`src/rtl/trpa_pkg.sv`:
```
// trpa_pkg: constants shared by the timer, periodic tick and accumulator.
// assumes one clock (the E-clock) and a synchronous active-high reset.
package trpa_pkg;
  // counter and register widths
  localparam int CNT_W = 16;
  localparam int ACC_W = 8;
  localparam int PRE_W = 3;
  localparam int RTI_CNT_W = 24;
  localparam int GATE_DIV_W = 6;
  // values after reset and at wrap
  localparam logic [15:0] CNT_RESET = 16'h0000;
  localparam logic [15:0] CNT_WRAP = 16'hFFFF;
  localparam logic [15:0] CMP_RESET = 16'hFFFF;
  localparam logic [7:0] ACC_RESET = 8'h00;
  localparam logic [7:0] ACC_WRAP = 8'hFF;
  localparam logic [1:0] PRE_RESET = 2'h0;
  // gated accumulation runs from E/64
  localparam logic [5:0] GATE_TICK_AT = 6'h3F;
  // default log2 of the shortest periodic timeout, in E-clock cycles
  localparam int RTI_BASE_LOG2_DEF = 13;
  // two-bit edge select encoding (capture, external clock)
  localparam logic [1:0] EDGE_NONE = 2'h0;
  localparam logic [1:0] EDGE_RISE = 2'h1;
  localparam logic [1:0] EDGE_FALL = 2'h2;
  localparam logic [1:0] EDGE_BOTH = 2'h3;
  // two-bit compare action encoding
  localparam logic [1:0] ACT_OFF = 2'h0;
  localparam logic [1:0] ACT_TOGGLE = 2'h1;
  localparam logic [1:0] ACT_CLEAR = 2'h2;
  localparam logic [1:0] ACT_SET = 2'h3;
  // channel flag positions: fixed captures, fixed compares, programmables
  localparam int FLG_CAP1 = 0;
  localparam int FLG_OC1 = 3;
  localparam int FLG_PROG5 = 7;
  localparam int NUM_CHAN = 10;
  // misc flag positions
  localparam int MF_MAIN_OVF = 0;
  localparam int MF_AUX_OVF = 1;
  localparam int MF_PERIODIC = 2;
  localparam int MF_ACC_OVF = 3;
  localparam int MF_ACC_IN = 4;
  localparam int NUM_MISC = 5;
  // port A bit positions
  localparam int PA_CAP1 = 2;
  localparam int PA_CAP2 = 1;
  localparam int PA_CAP3 = 0;
  localparam int PA_OC1 = 7;
  localparam int PA_PROG5 = 3;
  localparam int PA_MASTER_LO = 3;
  localparam int PA_ACC = 7;
endpackage : trpa_pkg

```
`src/rtl/trpa_sync_edge.sv`:
```
// trpa_sync_edge: two-stage synchroniser plus edge detector for one pin.
// assumes the pin may change at any time relative to the clock.
module trpa_sync_edge
  import trpa_pkg::*;
(
  input wire logic clock,
  input wire logic rst,
  input wire logic pin,
  input wire logic [1:0] edge_sel,
  output logic level,
  output logic hit
);
  logic meta;
  logic prev;
  logic rise;
  logic fall;

  // meta feeds only the second stage; edges look at level and prev
  always_ff @(posedge clock) begin
    if (rst) begin
      meta <= 1'b0;
      level <= 1'b0;
      prev <= 1'b0;
    end else begin
      meta <= pin;
      level <= meta;
      prev <= level;
    end
  end

  assign rise = level & ~prev;
  assign fall = ~level & prev;

  // selected transition, none when disabled
  always_comb begin
    case (edge_sel)
      EDGE_RISE: hit = rise;
      EDGE_FALL: hit = fall;
      EDGE_BOTH: hit = rise | fall;
      default: hit = 1'b0;
    endcase
  end
endmodule : trpa_sync_edge

```
`src/rtl/trpa_timer.sv`:
```
// trpa_timer: two counters, captures, compares, periodic tick, accumulator.
// assumes software strobes arrive as one-cycle pulses on the E-clock.
// Function
// - two 16-bit counters, each with own 1/2/4/8 prescaler
// - any write clears aux counter; main counter ignores writes
// - after reset both counters count at undivided E rate
// - only aux counter takes external clock edges; prescaler then ignored
// - fixed captures 16-bit, read-only, not reset, latch counter on edge
// - two-bit edge field: rising, falling, both or no capture
// - fixed captures take port A bits 2, 1, 0
// - compare registers reset to all ones, never changed by hardware
// - compares one to four drive port A bits 7 to 4; pins readable
// - two-bit action: toggle, set, clear or disconnect on match
// - compare one drives bits 3 to 7 through mask and levels
// - force register write performs compare output action at once
// - output action only once, just after match first becomes true
// - compare sets flag; interrupt request when enable set
// - high-byte write suppresses comparison for one cycle
// - byte writes independent; action regardless of flag state
// - three programmable channels choose capture or compare per bit
// - three-bit rate picks periodic timeout; sets flag, gated request
// - first periodic flag only after a whole period from reset
// - 8-bit accumulator, event mode or gated E/64 mode
// - port A bit 7 always feeds accumulator; enable and edge bits
// - accumulator overflow and input flags, each with own mask
// - counters wrap at 65536 and set overflow flag with enable
// - captured value is counter two cycles after the transition
// - high-byte read holds low byte for the next cycle
module trpa_timer
  import trpa_pkg::*;
#(
  parameter int RTI_BASE_LOG2 = RTI_BASE_LOG2_DEF
) (
  input wire logic clock,
  input wire logic rst,
  input wire logic [7:0] port_a_in,
  output logic [7:0] port_a_out,
  output logic [7:0] port_a_oe,
  output logic [7:0] port_a_state,
  input wire logic [7:0] port_direction_reg,
  input wire logic [1:0] prog_pin_in,
  output logic [1:0] prog_pin_out,
  output logic [1:0] prog_pin_oe,
  input wire logic ext_clk_pin,
  input wire logic [1:0] prescale_main_sel,
  input wire logic [1:0] prescale_aux_sel,
  input wire logic [1:0] ext_edge_sel,
  input wire logic aux_counter_write,
  input wire logic main_cnt_hi_read,
  input wire logic aux_cnt_hi_read,
  output logic [15:0] main_free_counter,
  output logic [15:0] aux_free_counter,
  output logic [7:0] main_cnt_lo_byte,
  output logic [7:0] aux_cnt_lo_byte,
  input wire logic [11:0] capture_edge_ctl,
  input wire logic [11:0] compare_action_ctl,
  input wire logic chan_five_dir_sel,
  input wire logic chan_six_dir_sel,
  input wire logic chan_seven_dir_sel,
  input wire logic [4:0] master_compare_mask,
  input wire logic [4:0] master_compare_levels,
  input wire logic force_compare_wr,
  input wire logic [6:0] force_compare_reg,
  input wire logic cmp_wr_hi,
  input wire logic cmp_wr_lo,
  input wire logic [2:0] cmp_wr_sel,
  input wire logic [7:0] cmp_wr_data,
  output logic [15:0] fixed_capture_regs [3],
  output logic [15:0] fixed_compare_regs [4],
  output logic [15:0] prog_channel_five_reg,
  output logic [15:0] prog_channel_six_reg,
  output logic [15:0] prog_channel_seven_reg,
  input wire logic [9:0] channel_irq_enables,
  input wire logic [9:0] channel_flag_clear,
  output logic [9:0] channel_flags,
  output logic [9:0] channel_irq,
  input wire logic [4:0] misc_irq_enables,
  input wire logic [4:0] misc_flag_clear,
  output logic [4:0] misc_flags,
  output logic [4:0] misc_irq,
  input wire logic [2:0] periodic_rate_field,
  input wire logic accum_enable_bit,
  input wire logic accum_mode_bit,
  input wire logic accum_edge_select,
  input wire logic accum_wr,
  input wire logic [7:0] accum_wr_data,
  output logic [7:0] accum_count_reg
);
  // prescale tap: sel 0 every cycle, else when the lowest sel bits of div are all ones
  function automatic logic tap_tick(input logic [2:0] div,
                                    input logic [1:0] sel);
    case (sel)
      2'h0: tap_tick = 1'b1;
      2'h1: tap_tick = div[0];
      2'h2: tap_tick = &div[1:0];
      2'h3: tap_tick = &div[2:0];
      default: tap_tick = 1'b1;
    endcase
  endfunction : tap_tick

  // new pin level for one compare action
  function automatic logic pin_action(input logic cur,
                                      input logic [1:0] code);
    case (code)
      ACT_TOGGLE: pin_action = ~cur;
      ACT_CLEAR: pin_action = 1'b0;
      ACT_SET: pin_action = 1'b1;
      default: pin_action = cur;
    endcase
  endfunction : pin_action

  // low byte: held copy only in the cycle after a high-byte read
  function automatic logic [7:0] low_read(input logic hold,
                                          input logic [7:0] held,
                                          input logic [15:0] cnt);
    low_read = hold ? held : cnt[7:0];
  endfunction : low_read

  logic [2:0] main_div;
  logic [2:0] aux_div;
  logic main_tick;
  logic aux_tick;
  logic main_wrap;
  logic aux_wrap;
  logic main_hold;
  logic aux_hold;
  logic [7:0] main_held;
  logic [7:0] aux_held;
  logic [7:0] sync_pin;
  logic [15:0] sync_sel;
  logic [7:0] sync_level;
  logic [7:0] sync_hit;
  logic [2:0] cap_mode;
  logic [15:0] cmp_reg [7];
  logic [6:0] cmp_inhibit;
  logic [6:0] match_now;
  logic [6:0] match_prev;
  logic [6:0] cmp_hit;
  logic [6:0] act_pend;
  logic [7:0] pa_latch;
  logic [7:0] next_pa;
  logic [1:0] prog_latch;
  logic [1:0] next_prog;
  logic [7:0] pa_owned;
  logic [9:0] next_chan_set;
  logic [4:0] next_misc_set;
  logic [RTI_CNT_W-1:0] rti_cnt;
  logic [RTI_CNT_W-1:0] rti_mask;
  logic rti_timeout;
  logic [5:0] gate_div;
  logic acc_edge;
  logic acc_inc;

  assign cap_mode = {chan_seven_dir_sel, chan_six_dir_sel, chan_five_dir_sel};

  // inputs that pass through synchronisers, with their edge selects
  assign sync_pin = {ext_clk_pin, port_a_in[PA_ACC], prog_pin_in,
                     port_a_in[PA_PROG5], port_a_in[PA_CAP3],
                     port_a_in[PA_CAP2], port_a_in[PA_CAP1]};
  assign acc_edge = accum_edge_select;
  assign sync_sel = {ext_edge_sel, (acc_edge ? EDGE_RISE : EDGE_FALL),
                     capture_edge_ctl};

  for (genvar g = 0; g < 8; g++) begin : g_sync
    trpa_sync_edge u_sync (
      .clock(clock),
      .rst(rst),
      .pin(sync_pin[g]),
      .edge_sel(sync_sel[2*g+1:2*g]),
      .level(sync_level[g]),
      .hit(sync_hit[g])
    );
  end

  // prescaler chains free-run from reset; taps pick the counting rate
  always_ff @(posedge clock) begin
    if (rst) begin
      main_div <= 3'h0;
      aux_div <= 3'h0;
    end else begin
      main_div <= main_div + 3'h1;
      aux_div <= aux_div + 3'h1;
    end
  end

  // reset leaves the selects at divide by one until software changes them
  assign main_tick = tap_tick(main_div, prescale_main_sel);
  assign aux_tick = (ext_edge_sel != EDGE_NONE) ? sync_hit[7]
                  : tap_tick(aux_div, prescale_aux_sel);
  assign main_wrap = main_tick & (main_free_counter == CNT_WRAP);
  assign aux_wrap = aux_tick & (aux_free_counter == CNT_WRAP)
                  & ~aux_counter_write;

  // main counter: writes are simply not wired to it
  always_ff @(posedge clock) begin
    if (rst) begin
      main_free_counter <= CNT_RESET;
    end else if (main_tick) begin
      main_free_counter <= main_free_counter + 16'h0001;
    end
  end

  // aux counter: a write of any value clears it, ahead of counting
  always_ff @(posedge clock) begin
    if (rst) begin
      aux_free_counter <= CNT_RESET;
    end else if (aux_counter_write) begin
      aux_free_counter <= CNT_RESET;
    end else if (aux_tick) begin
      aux_free_counter <= aux_free_counter + 16'h0001;
    end
  end

  // low-byte holding buffers for coherent double-byte reads
  always_ff @(posedge clock) begin
    if (rst) begin
      main_hold <= 1'b0;
      aux_hold <= 1'b0;
    end else begin
      main_hold <= main_cnt_hi_read;
      aux_hold <= aux_cnt_hi_read;
    end
  end

  // buffer content itself needs no reset; it is read only while held
  always_ff @(posedge clock) begin
    if (main_cnt_hi_read) begin
      main_held <= main_free_counter[7:0];
    end
    if (aux_cnt_hi_read) begin
      aux_held <= aux_free_counter[7:0];
    end
  end

  assign main_cnt_lo_byte = low_read(main_hold, main_held, main_free_counter);
  assign aux_cnt_lo_byte = low_read(aux_hold, aux_held, aux_free_counter);

  // fixed captures: no reset, aux counter; synchroniser gives the lag
  always_ff @(posedge clock) begin
    for (int i = 0; i < 3; i++) begin
      if (sync_hit[i]) begin
        fixed_capture_regs[i] <= aux_free_counter;
      end
    end
  end

  // compare registers plus the programmable channels' capture path
  always_ff @(posedge clock) begin
    if (rst) begin
      for (int k = 0; k < 7; k++) begin
        cmp_reg[k] <= CMP_RESET;
      end
    end else begin
      if (cmp_wr_hi && cmp_wr_sel < 3'h7) begin
        cmp_reg[cmp_wr_sel][15:8] <= cmp_wr_data;
      end
      if (cmp_wr_lo && cmp_wr_sel < 3'h7) begin
        cmp_reg[cmp_wr_sel][7:0] <= cmp_wr_data;
      end
      // channels five and six count main, seven counts aux
      if (cap_mode[0] && sync_hit[3]) begin
        cmp_reg[4] <= main_free_counter;
      end
      if (cap_mode[1] && sync_hit[4]) begin
        cmp_reg[5] <= main_free_counter;
      end
      if (cap_mode[2] && sync_hit[5]) begin
        cmp_reg[6] <= aux_free_counter;
      end
    end
  end

  assign fixed_compare_regs[0] = cmp_reg[0];
  assign fixed_compare_regs[1] = cmp_reg[1];
  assign fixed_compare_regs[2] = cmp_reg[2];
  assign fixed_compare_regs[3] = cmp_reg[3];
  assign prog_channel_five_reg = cmp_reg[4];
  assign prog_channel_six_reg = cmp_reg[5];
  assign prog_channel_seven_reg = cmp_reg[6];

  // match detect; a high-byte write blanks that channel for one cycle
  always_comb begin
    for (int k = 0; k < 7; k++) begin
      match_now[k] = ~cmp_inhibit[k]
                   & (cmp_reg[k] == ((k == 6) ? aux_free_counter
                                              : main_free_counter));
      if (k >= 4) begin
        match_now[k] = match_now[k] & ~cap_mode[k-4];
      end
    end
  end

  // only the first cycle of a match counts; a prescaled count lingers
  assign cmp_hit = match_now & ~match_prev;

  always_ff @(posedge clock) begin
    if (rst) begin
      cmp_inhibit <= 7'h00;
      match_prev <= 7'h00;
      act_pend <= 7'h00;
    end else begin
      cmp_inhibit <= (cmp_wr_hi && cmp_wr_sel < 3'h7)
                   ? 7'(7'h01 << cmp_wr_sel) : 7'h00;
      match_prev <= match_now;
      // action lands the cycle after, flag state not consulted
      act_pend <= cmp_hit
                | (force_compare_wr ? force_compare_reg : 7'h00);
    end
  end

  // pin levels: master compare first, own channels override it
  always_comb begin
    next_pa = pa_latch;
    next_prog = prog_latch;
    if (act_pend[0]) begin
      for (int i = 0; i < 5; i++) begin
        if (master_compare_mask[i]) begin
          next_pa[PA_MASTER_LO+i] = master_compare_levels[i];
        end
      end
    end
    for (int k = 1; k < 4; k++) begin
      if (act_pend[k]) begin
        next_pa[PA_OC1-k] = pin_action(pa_latch[PA_OC1-k],
                                       compare_action_ctl[2*k-1 -: 2]);
      end
    end
    if (act_pend[4] && !cap_mode[0]) begin
      next_pa[PA_PROG5] = pin_action(pa_latch[PA_PROG5],
                                     compare_action_ctl[7:6]);
    end
    for (int p = 0; p < 2; p++) begin
      if (act_pend[5+p] && !cap_mode[1+p]) begin
        next_prog[p] = pin_action(prog_latch[p],
                                  compare_action_ctl[2*p+9 -: 2]);
      end
    end
  end

  always_ff @(posedge clock) begin
    if (rst) begin
      pa_latch <= 8'h00;
      prog_latch <= 2'h0;
    end else begin
      pa_latch <= next_pa;
      prog_latch <= next_prog;
    end
  end

  // a pin belongs to the timer while a channel is connected to it, bit 3 only while channel five is not capturing
  always_comb begin
    pa_owned = 8'h00;
    for (int i = 0; i < 5; i++) begin
      pa_owned[PA_MASTER_LO+i] = master_compare_mask[i];
    end
    for (int k = 1; k < 4; k++) begin
      pa_owned[PA_OC1-k] = pa_owned[PA_OC1-k]
                         | (compare_action_ctl[2*k-1 -: 2] != ACT_OFF);
    end
    pa_owned[PA_PROG5] = ~cap_mode[0]
                       & (pa_owned[PA_PROG5]
                          | (compare_action_ctl[7:6] != ACT_OFF));
  end

  assign port_a_out = pa_latch;
  assign port_a_oe = port_direction_reg | pa_owned;
  // readback shows what the pin really carries
  assign port_a_state = (port_a_oe & pa_latch)
                      | (~port_a_oe & port_a_in);
  assign prog_pin_out = prog_latch;
  assign prog_pin_oe[0] = ~cap_mode[1] & (compare_action_ctl[9:8] != ACT_OFF);
  assign prog_pin_oe[1] = ~cap_mode[2]
                        & (compare_action_ctl[11:10] != ACT_OFF);

  // channel flag sources; force writes do not raise flags
  always_comb begin
    next_chan_set = 10'h000;
    for (int i = 0; i < 3; i++) begin
      next_chan_set[FLG_CAP1+i] = sync_hit[i];
    end
    for (int k = 0; k < 4; k++) begin
      next_chan_set[FLG_OC1+k] = cmp_hit[k];
    end
    for (int p = 0; p < 3; p++) begin
      next_chan_set[FLG_PROG5+p] = cap_mode[p] ? sync_hit[3+p]
                                               : cmp_hit[4+p];
    end
  end

  // periodic timer: a free E-cycle count, timeout at 2^(base+rate)
  assign rti_mask = RTI_CNT_W'((32'd1 << (RTI_BASE_LOG2
                    + int'(periodic_rate_field))) - 32'd1);
  assign rti_timeout = (rti_cnt & rti_mask) == rti_mask;

  always_ff @(posedge clock) begin
    if (rst) begin
      rti_cnt <= '0;
    end else begin
      rti_cnt <= rti_cnt + RTI_CNT_W'(1);
    end
  end

  // accumulator: E/64 gate clock and input path from port A bit 7
  always_ff @(posedge clock) begin
    if (rst) begin
      gate_div <= 6'h00;
    end else begin
      gate_div <= gate_div + 6'h01;
    end
  end

  // gated mode counts while the pin sits opposite its ending edge
  assign acc_inc = accum_enable_bit & ~accum_wr
                 & (accum_mode_bit
                    ? ((gate_div == GATE_TICK_AT)
                       & (sync_level[6] == ~acc_edge))
                    : sync_hit[6]);

  always_ff @(posedge clock) begin
    if (rst) begin
      accum_count_reg <= ACC_RESET;
    end else if (accum_wr) begin
      accum_count_reg <= accum_wr_data;
    end else if (acc_inc) begin
      accum_count_reg <= accum_count_reg + 8'h01;
    end
  end

  always_comb begin
    next_misc_set = 5'h00;
    next_misc_set[MF_MAIN_OVF] = main_wrap;
    next_misc_set[MF_AUX_OVF] = aux_wrap;
    next_misc_set[MF_PERIODIC] = rti_timeout;
    next_misc_set[MF_ACC_OVF] = acc_inc
                              & (accum_count_reg == ACC_WRAP);
    next_misc_set[MF_ACC_IN] = accum_enable_bit & sync_hit[6];
  end

  // sticky flags: an event in the clearing cycle wins over the clear
  always_ff @(posedge clock) begin
    if (rst) begin
      channel_flags <= 10'h000;
      misc_flags <= 5'h00;
    end else begin
      channel_flags <= (channel_flags & ~channel_flag_clear) | next_chan_set;
      misc_flags <= (misc_flags & ~misc_flag_clear) | next_misc_set;
    end
  end

  // requests follow flags, each gated by its own enable
  assign channel_irq = channel_flags & channel_irq_enables;
  assign misc_irq = misc_flags & misc_irq_enables;
endmodule : trpa_timer
```
`config.mk`:
```
export PLATFORM = sky130hd
export DESIGN_NAME = trpa_timer
export DESIGN_NICKNAME = d
export VERILOG_FILES = /design/src/rtl/trpa_pkg.sv /design/src/rtl/trpa_sync_edge.sv /design/src/rtl/trpa_timer.sv
export SDC_FILE = /design/constraint.sdc
export NUM_CORES = 1
export LEC_CHECK = 0
export ABC_AREA = 1
export BUFFER_PORTS_ARGS = -buffer_cell sky130_fd_sc_hd__buf_2
export CORE_MARGIN = 3
export CORE_UTILIZATION = 53
export CTS_CLUSTER_DIAMETER = 150
export CTS_CLUSTER_SIZE = 14
export DETAILED_ROUTE_END_ITERATION = 12
export GPL_TIMING_DRIVEN = 0
export PLACE_DENSITY = 0.92
export SLEW_MARGIN = 20
export SYNTH_ARGS = -nofsm -noshare
export SYNTH_HDL_FRONTEND = slang
export SYNTH_SLANG_ARGS = --single-unit
export TNS_END_PERCENT = 20
```
`constraint.sdc`:
```
create_clock -name clock -period 4.7 [get_ports clock]
set_input_delay 0.94 -clock clock [delete_from_list [all_inputs] [get_ports clock]]
set_output_delay 0.94 -clock clock [all_outputs]
set_load 0.01 [all_outputs]
```
==> key figures, run 1 <==
Status
  – Status: complete, no violations

Finish
  – Finished Core Util: about 66%
  – Share of cells above drive strength 1: approximately a quarter
  – Max reg flops: about 110
  – Fill count: approximately 2200
  – Post-route insts no fill: about 2500
  – Layout area overhead: 21.6%
  – # diodes: 0
  – Multi-input logic area: just under 6000 um2
  – Nets@finish: around 2300
  – Storage element area: 8190 um2

Clock tree
  – Num CTS Buffers: 26
  – CTS Sinks: between 300 and 400
  – Post-cts repair resize count: 0
  – Clock latency on the worst-skew pair: 0.54 ns
  – Post-CTS Hold Fix Bufs: 0
  – TritonCTS clock tree: yes
  – Maximum level of the CTS H-tree: 1
  – Post-CTS setup buffers: 0
  – Clock slew at reported path FFs: roughly 0.07 ns
  – CTS max path bufs: 3
  – CTS root buf: clkbuf_16

Global route
  – Vias in the first global route: around 14000
  – Largest net degree at the start of global routing: 16
  – GRT overflow: 0
  – Initial antenna violation count: 1
  – First-pass GRT wire length: between 70 and 80 mm
  – All-Layer GR Usage: a little under a third

Placement
  – Routability Congestion: between 0.9 and 1
  – DPL Wire Length: approximately 38 mm
  – Setup WS pre-CTS: 1.20 ns
  – Placed cells: between 2000 and 2500
  – IO Port Bufs: 402

Timing
  – Skew final: between 0.01 and 0.015 ns
  – Fin. max-slew vios: 0
  – Unrepaired setup endpoints after global routing: false
  – Final hold viol count: 0
  – # setup viols final: 0
  – Achievable clock frequency: ~0.32 GHz
  – Slew headroom: approximately a quarter
  – Worst Tran Pin Value: ~1.1 ns
  – Setup TNS: 0 ns
  – Setup WS post-layout: between 1.5 and 2 ns
  – Fin crit share: about two thirds
  – Minimum clock period: ~3.1 ns

Routing
  – Via count: ~14000
  – Drt via density: roughly 5.6
  – Starting DRT DRC Count: 1620
  – DRC violations left: 0
  – Post-route ant nets: 0
  – Total wire length: around 50 mm
  – Post-DR wirelength/cell: between 15 and 20 um
  – Detailed Routing Iterations Pass 1: 6

Synth
  – Commonest cells in the netlist: nand2_1 (305), inv_1 (220), nor2_1 (189), edfxtp_1 (176), dfxtp_1 (145)
  – Total number of yosys warnings: 0
  – Top_reg_cell synth: edfxtp_1
  – FFs w/ async S/R, synth: 0%
  – Mapped cell area: approximately 15000 um2
  – Post-synth cell types: 56
  – Mapped Avg Cell Area: just under 9 um2
  – Sequential fraction of the synthesis area: between 50% and 60%
  – Post-synth top area cell: edfxtp_1
  – Seq cells post-synth: 321
  – Top post-synthesis cells by area: edfxtp_1 (35%), dfxtp_1 (19%), nand2_1 (7.5%), inv_1 (5.4%), nor2_1 (4.7%)
  – Synth top area share: 34.8%
  – EDFF count, synth: about 180
  – Synthesized instance count: between 1500 and 2000
  – Most common cell in the synthesized netlist: nand2_1

Setup path
  – Crit Path Max Fanout: 10
  – Required @ worst endpoint: 4.90 ns
  – Worst Path Class, Setup: reg -> reg
  – CP Data Arrival Time: between 3 and 4 ns
  – CP startpoint kind: register
  – Critical path endpoint category: register

Pwr
  – Peak supply drop: between 0.2 and 0.3 mV
  – P per Cell Area: 318 nW/um2
  – LEAKAGE: 8.03 nW

Floorplanning
  – IO Pins: between 400 and 500
  – Die Wd: 175 um
  – Starting Density: 54.2%
  – DIE AREA: ~30000 um2
  – Site row count: between 60 and 70
  – Die height: roughly 180 um
  – Core Region: 28000 um2

Min path
  – HP Class: reg -> reg

Job
  – Max-cap violation count: 0
==> where the power goes <==
group,internal [W],total (W),switching (W),leakage (nW)
clock network,0.00107,0.00204,0.000972,0.358
logic,0.000241,0.000680,0.000439,4.82
registers,0.00307,0.00316,0.0000813,2.86
==> per-stage QoR <==
step	hold slack [ns]	total power, W	instance area (um2)
CTS	0.407	0.00588	18500
global placement	0.389	0.00385	17700
global route	0.427	0.00608	18500
floorplan	0.388	0.00356	15200
detailed placement	0.398	0.00388	17700
finish	0.405	0.00588	18500
==> final timing paths <==
kind	end	cells past startpoint	from	slack [ns]
worst max-delay path	cmp_reg[6][7]	13	g_sync[5].u_sync.level	1.57
worst min-delay path	g_sync[6].u_sync.level	2	g_sync[6].u_sync.meta	0.41
worst max register to register	cmp_reg[6][7]	13	g_sync[5].u_sync.level	1.57
worst min register to register	g_sync[6].u_sync.level	2	g_sync[6].u_sync.meta	0.41
==> placed cells by master, fill, tap and decap left out, types with 8 or more instances in the layout <==
| master | n |
|---|---|
| o211ai_1 | 11 |
| dfxtp_1 | 145 |
| a31oi_1 | 11 |
| edfxtp_1 | 176 |
| nor4_1 | 11 |
| buf_2 | 413 |
| nand4_1 | 29 |
| a21oi_1 | 70 |
| clkbuf_1 | 51 |
| nor2_1 | 189 |
| a22oi_1 | 33 |
| a211oi_1 | 14 |
| ha_1 | 32 |
| or2_2 | 10 |
| inv_2 | 12 |
| a221oi_1 | 8 |
| nor2_2 | 17 |
| clkbuf_16 | 27 |
| nand2_1 | 305 |
| inv_1 | 220 |
| o21ai_0 | 104 |
| nand3_1 | 59 |
| o21ai_1 | 13 |
| o2111ai_1 | 9 |
| xnor2_1 | 24 |
| nor3_1 | 32 |
| xor2_1 | 32 |
==> critical path, cell delays in order, from the launching register on <==
cell	delay, ns
dfxtp_1	0.36
inv_1	0.07
ha_1	0.17
inv_1	0.04
o21ai_0	0.07
o21ai_0	0.68
a2bb2oi_1	0.25
o21ai_1	0.09
inv_1	0.12
nand4_2	0.18
inv_2	0.19
nand2_4	0.12
buf_6	0.18
nand2_1	0.27
==> metal layers <==
layer  vias up  wire length (um)  global-route usage, %
met1      6663             18000                   36.5
met4         2              2290                   12.4
met5         -                 7                      0
met3       153              5450                   8.21
met2       895             24300                   54.6
li1       6565                 -                      -
==> final cells by class <==
cell class              instances  area share [%]
flip-flops and latches        321            44.3
multi-input cells            1087            31.6
repair buffers                405            11.1
inverters                     235            4.78
clock buffers                  46            4.05
well taps                     378            2.56
plain buffers                  56            1.59
==> cells by family (layout without fill, tap and decap cells) <==
logic type / count (synthesis) / count (layout) / synth area share (%)
and+or+nand+nor: 692 / 692 / 20.4
xor gates and xnor gates: 56 / 56 / 3.23
DFF: 321 / 321 / 53.9
buffers and inverters: 291 / 742 / 7.74
adders and majority gates: 32 / 32 / 2.64
AOI/OAI and AO/OA: 304 / 304 / 12.1
other: 1 / 3 / 0.0247
Power figures use the tool's default switching activity.
==> inputs of run 2 (changes only) <==
--- a/config.mk
+++ b/config.mk
@@ -5,7 +5,7 @@
 export SDC_FILE = /design/constraint.sdc
 export NUM_CORES = 1
 export LEC_CHECK = 0
-export ABC_AREA = 1
+export ABC_AREA = 0
 export BUFFER_PORTS_ARGS = -buffer_cell sky130_fd_sc_hd__buf_2
 export CORE_MARGIN = 3
 export CORE_UTILIZATION = 53
@@ -13,7 +13,7 @@
 export CTS_CLUSTER_SIZE = 14
 export DETAILED_ROUTE_END_ITERATION = 12
 export GPL_TIMING_DRIVEN = 0
-export PLACE_DENSITY = 0.92
+export PLACE_DENSITY = 0.93
 export SLEW_MARGIN = 20
 export SYNTH_ARGS = -nofsm -noshare
 export SYNTH_HDL_FRONTEND = slang
==> constraint.sdc (replaced) <==
create_clock -name clock -period 2.9 [get_ports clock]
set_input_delay 0.58 -clock clock [delete_from_list [all_inputs] [get_ports clock]]
set_output_delay 0.58 -clock clock [all_outputs]
set_load 0.01 [all_outputs]
==> key figures, run 2 <==
Clock tree
  – Clock slew at reported path FFs: 0.07 ns (about the same)
  – Num CTS Buffers: 26 (unchanged)
  – Clock latency on the worst-skew pair: 0.56 ns (+0.02 ns)
  – CTS root buf: clkbuf_16
  – Maximum level of the CTS H-tree: 1 (unchanged)
  – CTS Sinks: 321 (unchanged)
  – TritonCTS clock tree: yes
  – CTS max path bufs: 3 (unchanged)

Floorplanning
  – DIE AREA: 30100 um2 (-2.1%)
  – IO Pins: 407 (unchanged)
  – Die Wd: 173 um (-1.1%)
  – Starting Density: 54.5% (+0.30 points)
  – Site row count: 60 (-1.6%)
  – Core Region: 27300 um2 (-2.7%)
  – Die height: 173 um (-1.1%)

Timing
  – Worst Tran Pin Value: 1.02 ns (-0.117 ns)
  – Skew final: 0.0280 ns (+0.0144 ns)
  – # setup viols final: 1 (+1)
  – Fin. max-slew vios: 0 (unchanged)
  – Unrepaired setup endpoints after global routing: true
  – Fin crit share: 102% (+35 points)
  – Minimum clock period: 2.96 ns (-0.171 ns)
  – Final hold viol count: 0 (unchanged)
  – Slew headroom: 32.0% (+7.8 points)
  – Setup WS post-layout: -0.0570 ns (-1.63 ns)
  – Achievable clock frequency: 0.338 GHz (+5.8%)

Routing
  – Via count: 13084 (-8.4%)
  – Drt via density: 5.85 (+3.5%)
  – Starting DRT DRC Count: 1340 (-17%)
  – Post-DR wirelength/cell: 22.4 um (+13%)
  – Detailed Routing Iterations Pass 1: 6 (unchanged)
  – DRC violations left: 0 (unchanged)
  – Post-route ant nets: 0 (unchanged)
  – Total wire length: 50.2 mm (+0.29%)

Pwr
  – Flop pwr share: 54.0% (+0.3 points)
  – Peak supply drop: 0.475 mV (+84%)
  – Pint: 0.00705 W (+61%)
  – Clk pwr share: 34.8% (about the same)
  – LEAKAGE: 7.55 nW (-6.0%)
  – P per Cell Area: 514 nW/um2 (+62%)
  – Total power draw: 0.00943 W (+60%)
  – Switching share of power: 25.2% (-0.21 points)
  – Switch Pwr: 0.00237 W (+59%)
  – Combinational cell fraction of total power: 11.2% (-0.4 points)

Job
  – Max-cap violation count: 0 (unchanged)

Global route
  – GRT overflow: 0 (unchanged)
  – All-Layer GR Usage: 31.9% (+0.66 points)
  – First-pass GRT wire length: 74.6 mm (-1.2%)
  – Largest net degree at the start of global routing: 16 (unchanged)
  – Initial antenna violation count: 7 (+6)
  – Vias in the first global route: 12842 (-6.9%)

Setup path
  – FF-to-FF setup slack: -0.06 ns (-1.63 ns)
  – CP Data Arrival Time: 3.36 ns (+0.03 ns)
  – Critical Path Sink: act_pend[2]
  – CP Launch Point: main_free_counter[11]
  – Critical-path cell list: clkbuf_1 > xor2_1 > nor4_1 > nand3_1 > or4_1 > or2_2 > a21oi_1
  – Crit Reg-Reg Startpoint: main_free_counter[11]
  – Critical path endpoint category: register
  – Critical path's slowest cell: clkbuf_1
  – Worst Path Class, Setup: reg -> reg
  – Worst path max stage delay: 0.64 ns (-0.04 ns)
  – CP startpoint kind: register
  – Crit Path Max Fanout: 10 (unchanged)
  – R2R depth: 7 (-6)
  – Worst reg2reg endpoint: act_pend[2]
  – Required @ worst endpoint: 3.30 ns (-1.60 ns)

Placement
  – Routability Congestion: 0.950 (+1.6%)
  – Placed cells: 2181 (-12%)
  – IO Port Bufs: 400 (-0.50%)
  – Setup WS pre-CTS: -0.760 ns (-1.96 ns)
  – DPL Wire Length: 37.3 mm (-2.8%)

Finish
  – Layout area overhead: 23.4%
  – Max reg flops: 112 (unchanged)
  – Multi-input logic area: 6210 um2 (+6.3%)
  – Nets@finish: 2011 (-12%)
  – Storage element area: 8190 um2 (unchanged)
  – Commonest non-fill, non-tap cell in the layout: buf_2
  – Most frequent cells in the layout: buf_2 (407), edfxtp_1 (176), nor2_1 (146)
  – Share of cells above drive strength 1: 28.4% (+3.7 points)
  – Fill count: 2008 (-7.0%)
  – Post-route insts no fill: 2238 (-11%)

Synth
  – Seq cells post-synth: 321 (unchanged)
  – Top_reg_cell synth: edfxtp_1
  – EDFF count, synth: 176 (unchanged)
  – Post-synth cell types: 61 (+8.9%)
  – Top post-synthesis cells by area: edfxtp_1 (36%), dfxtp_1 (20%), xor2_1 (5.2%), xnor2_1 (4.7%), nor2_1 (3.7%)
  – Adder-cell share of the synthesized area: 2.69% (+0.058 points)
  – Total number of yosys warnings: 0 (unchanged)
  – Simple-gate portion of the synthesized area: 17.4% (-3.0 points)
  – FFs w/ async S/R, synth: 0% (unchanged)
  – Compound-Gate Fraction of Synth Area: 7.04% (-5.0 points)
  – Synth Area in XOR/XNOR: 9.96% (+6.7 points)
  – Post-synth top area cell: edfxtp_1
  – Synth top area share: 35.6% (+0.77 points)
  – Synthesized instance count: 1404 (-17%)
  – Multiplexer share of the synthesized area: 4.03% (+4.0 points)
  – Mapped cell area: 14900 um2 (-2.2%)
  – Commonest cells in the netlist: edfxtp_1 (176), nor2_1 (146), dfxtp_1 (145), nand2_1 (118), xor2_1 (89)
  – Largest family of logic cells by synthesized area: simple AND/OR/NAND/NOR gates
  – Most common cell in the synthesized netlist: edfxtp_1
  – Mapped Avg Cell Area: 10.6 um2 (+18%)
  – Sequential fraction of the synthesis area: 55.1% (+1.2 points)

Min path
  – HP Class: in -> reg

Status
  – Failing checks: setup timing
  – Status: finished, violations left
==> run 2: per-stage QoR <==
step                      area (um2)  hold slack, ns  utilization [%]  setup TNS (ns)
after global placement         17400           0.413             63.7          -39.14
final                          18300           0.232             67.3         -0.0570
after global routing           18300           0.234             67.3          -0.218
after floorplan                14900           0.401                -          -0.103
after CTS                      18200           0.211             66.7          -0.159
after detailed placement       17400           0.424             63.9          -35.68
==> run 2: cells by family after synthesis <==
logic type	Yosys count
other cells	1
buf+inv	139
compound gates	160
simple gates	525
xor+xnor	169
mux	57
flops	321
fa+ha+maj	32
==> run 2: critical path: cells and delay by family (launching register included) <==
family | cells | cell delay (ns)
AOI/OAI and AO/OA | 1 | 0.33
and+or+nand+nor | 4 | 1.23
buffers and inverters | 1 | 0.64
xor gates and xnor gates | 1 | 0.16
DFF | 1 | 0.43
==> run 2: worst min-delay path by stage <==
stage,start,cells past startpoint,endpoint,slack (ns)
global route,misc_flag_clear[2],2,misc_flags[2],0.23
detailed placement,g_sync[2].u_sync.meta,1,g_sync[2].u_sync.level,0.42
finish,misc_flag_clear[2],2,misc_flags[2],0.23
CTS,misc_flag_clear[2],2,misc_flags[2],0.21
global placement,gate_div[0],1,gate_div[0],0.41
floorplan,aux_div[0],1,aux_div[0],0.40
==> run 2: final cells by class <==
class | count | share of cell area [%]
multi-input combinational | 946 | 33.9
clock buffer | 43 | 3.90
sequential | 321 | 44.6
timing repair buffer | 413 | 11.5
antenna | 4 | 0.0546
inverter | 54 | 1.15
buffer | 84 | 2.25
tap | 372 | 2.54
clock inverter | 1 | 0.0887
==> run 2: what timing repair did <==
item,in CTS,in global routing
resized for setup,10,37
endpoints found under the setup margin,82,34
setup buffers,0,10
hold buffers,0,0
pin swaps,2,9
==> run 2: metal layers <==
layer	up-vias	GRT usage (%)	share of wire (%)
met5	-	0	0.054
met4	4	16.3	5.8
met3	198	7.47	12
met2	936	54.3	48
met1	6183	37.6	34
li1	5763	-	-
==> run 2: power by group through the flow <==
stage	logic [W]	clock network [W]	registers (W)
CTS	0.00102	0.00329	0.00509
detailed placement	0.00101	0	0.00519
floorplan	0.000494	0	0.00521
global placement	0.000977	0	0.00518
finish	0.00105	0.00328	0.00509
global route	0.00113	0.00348	0.00510
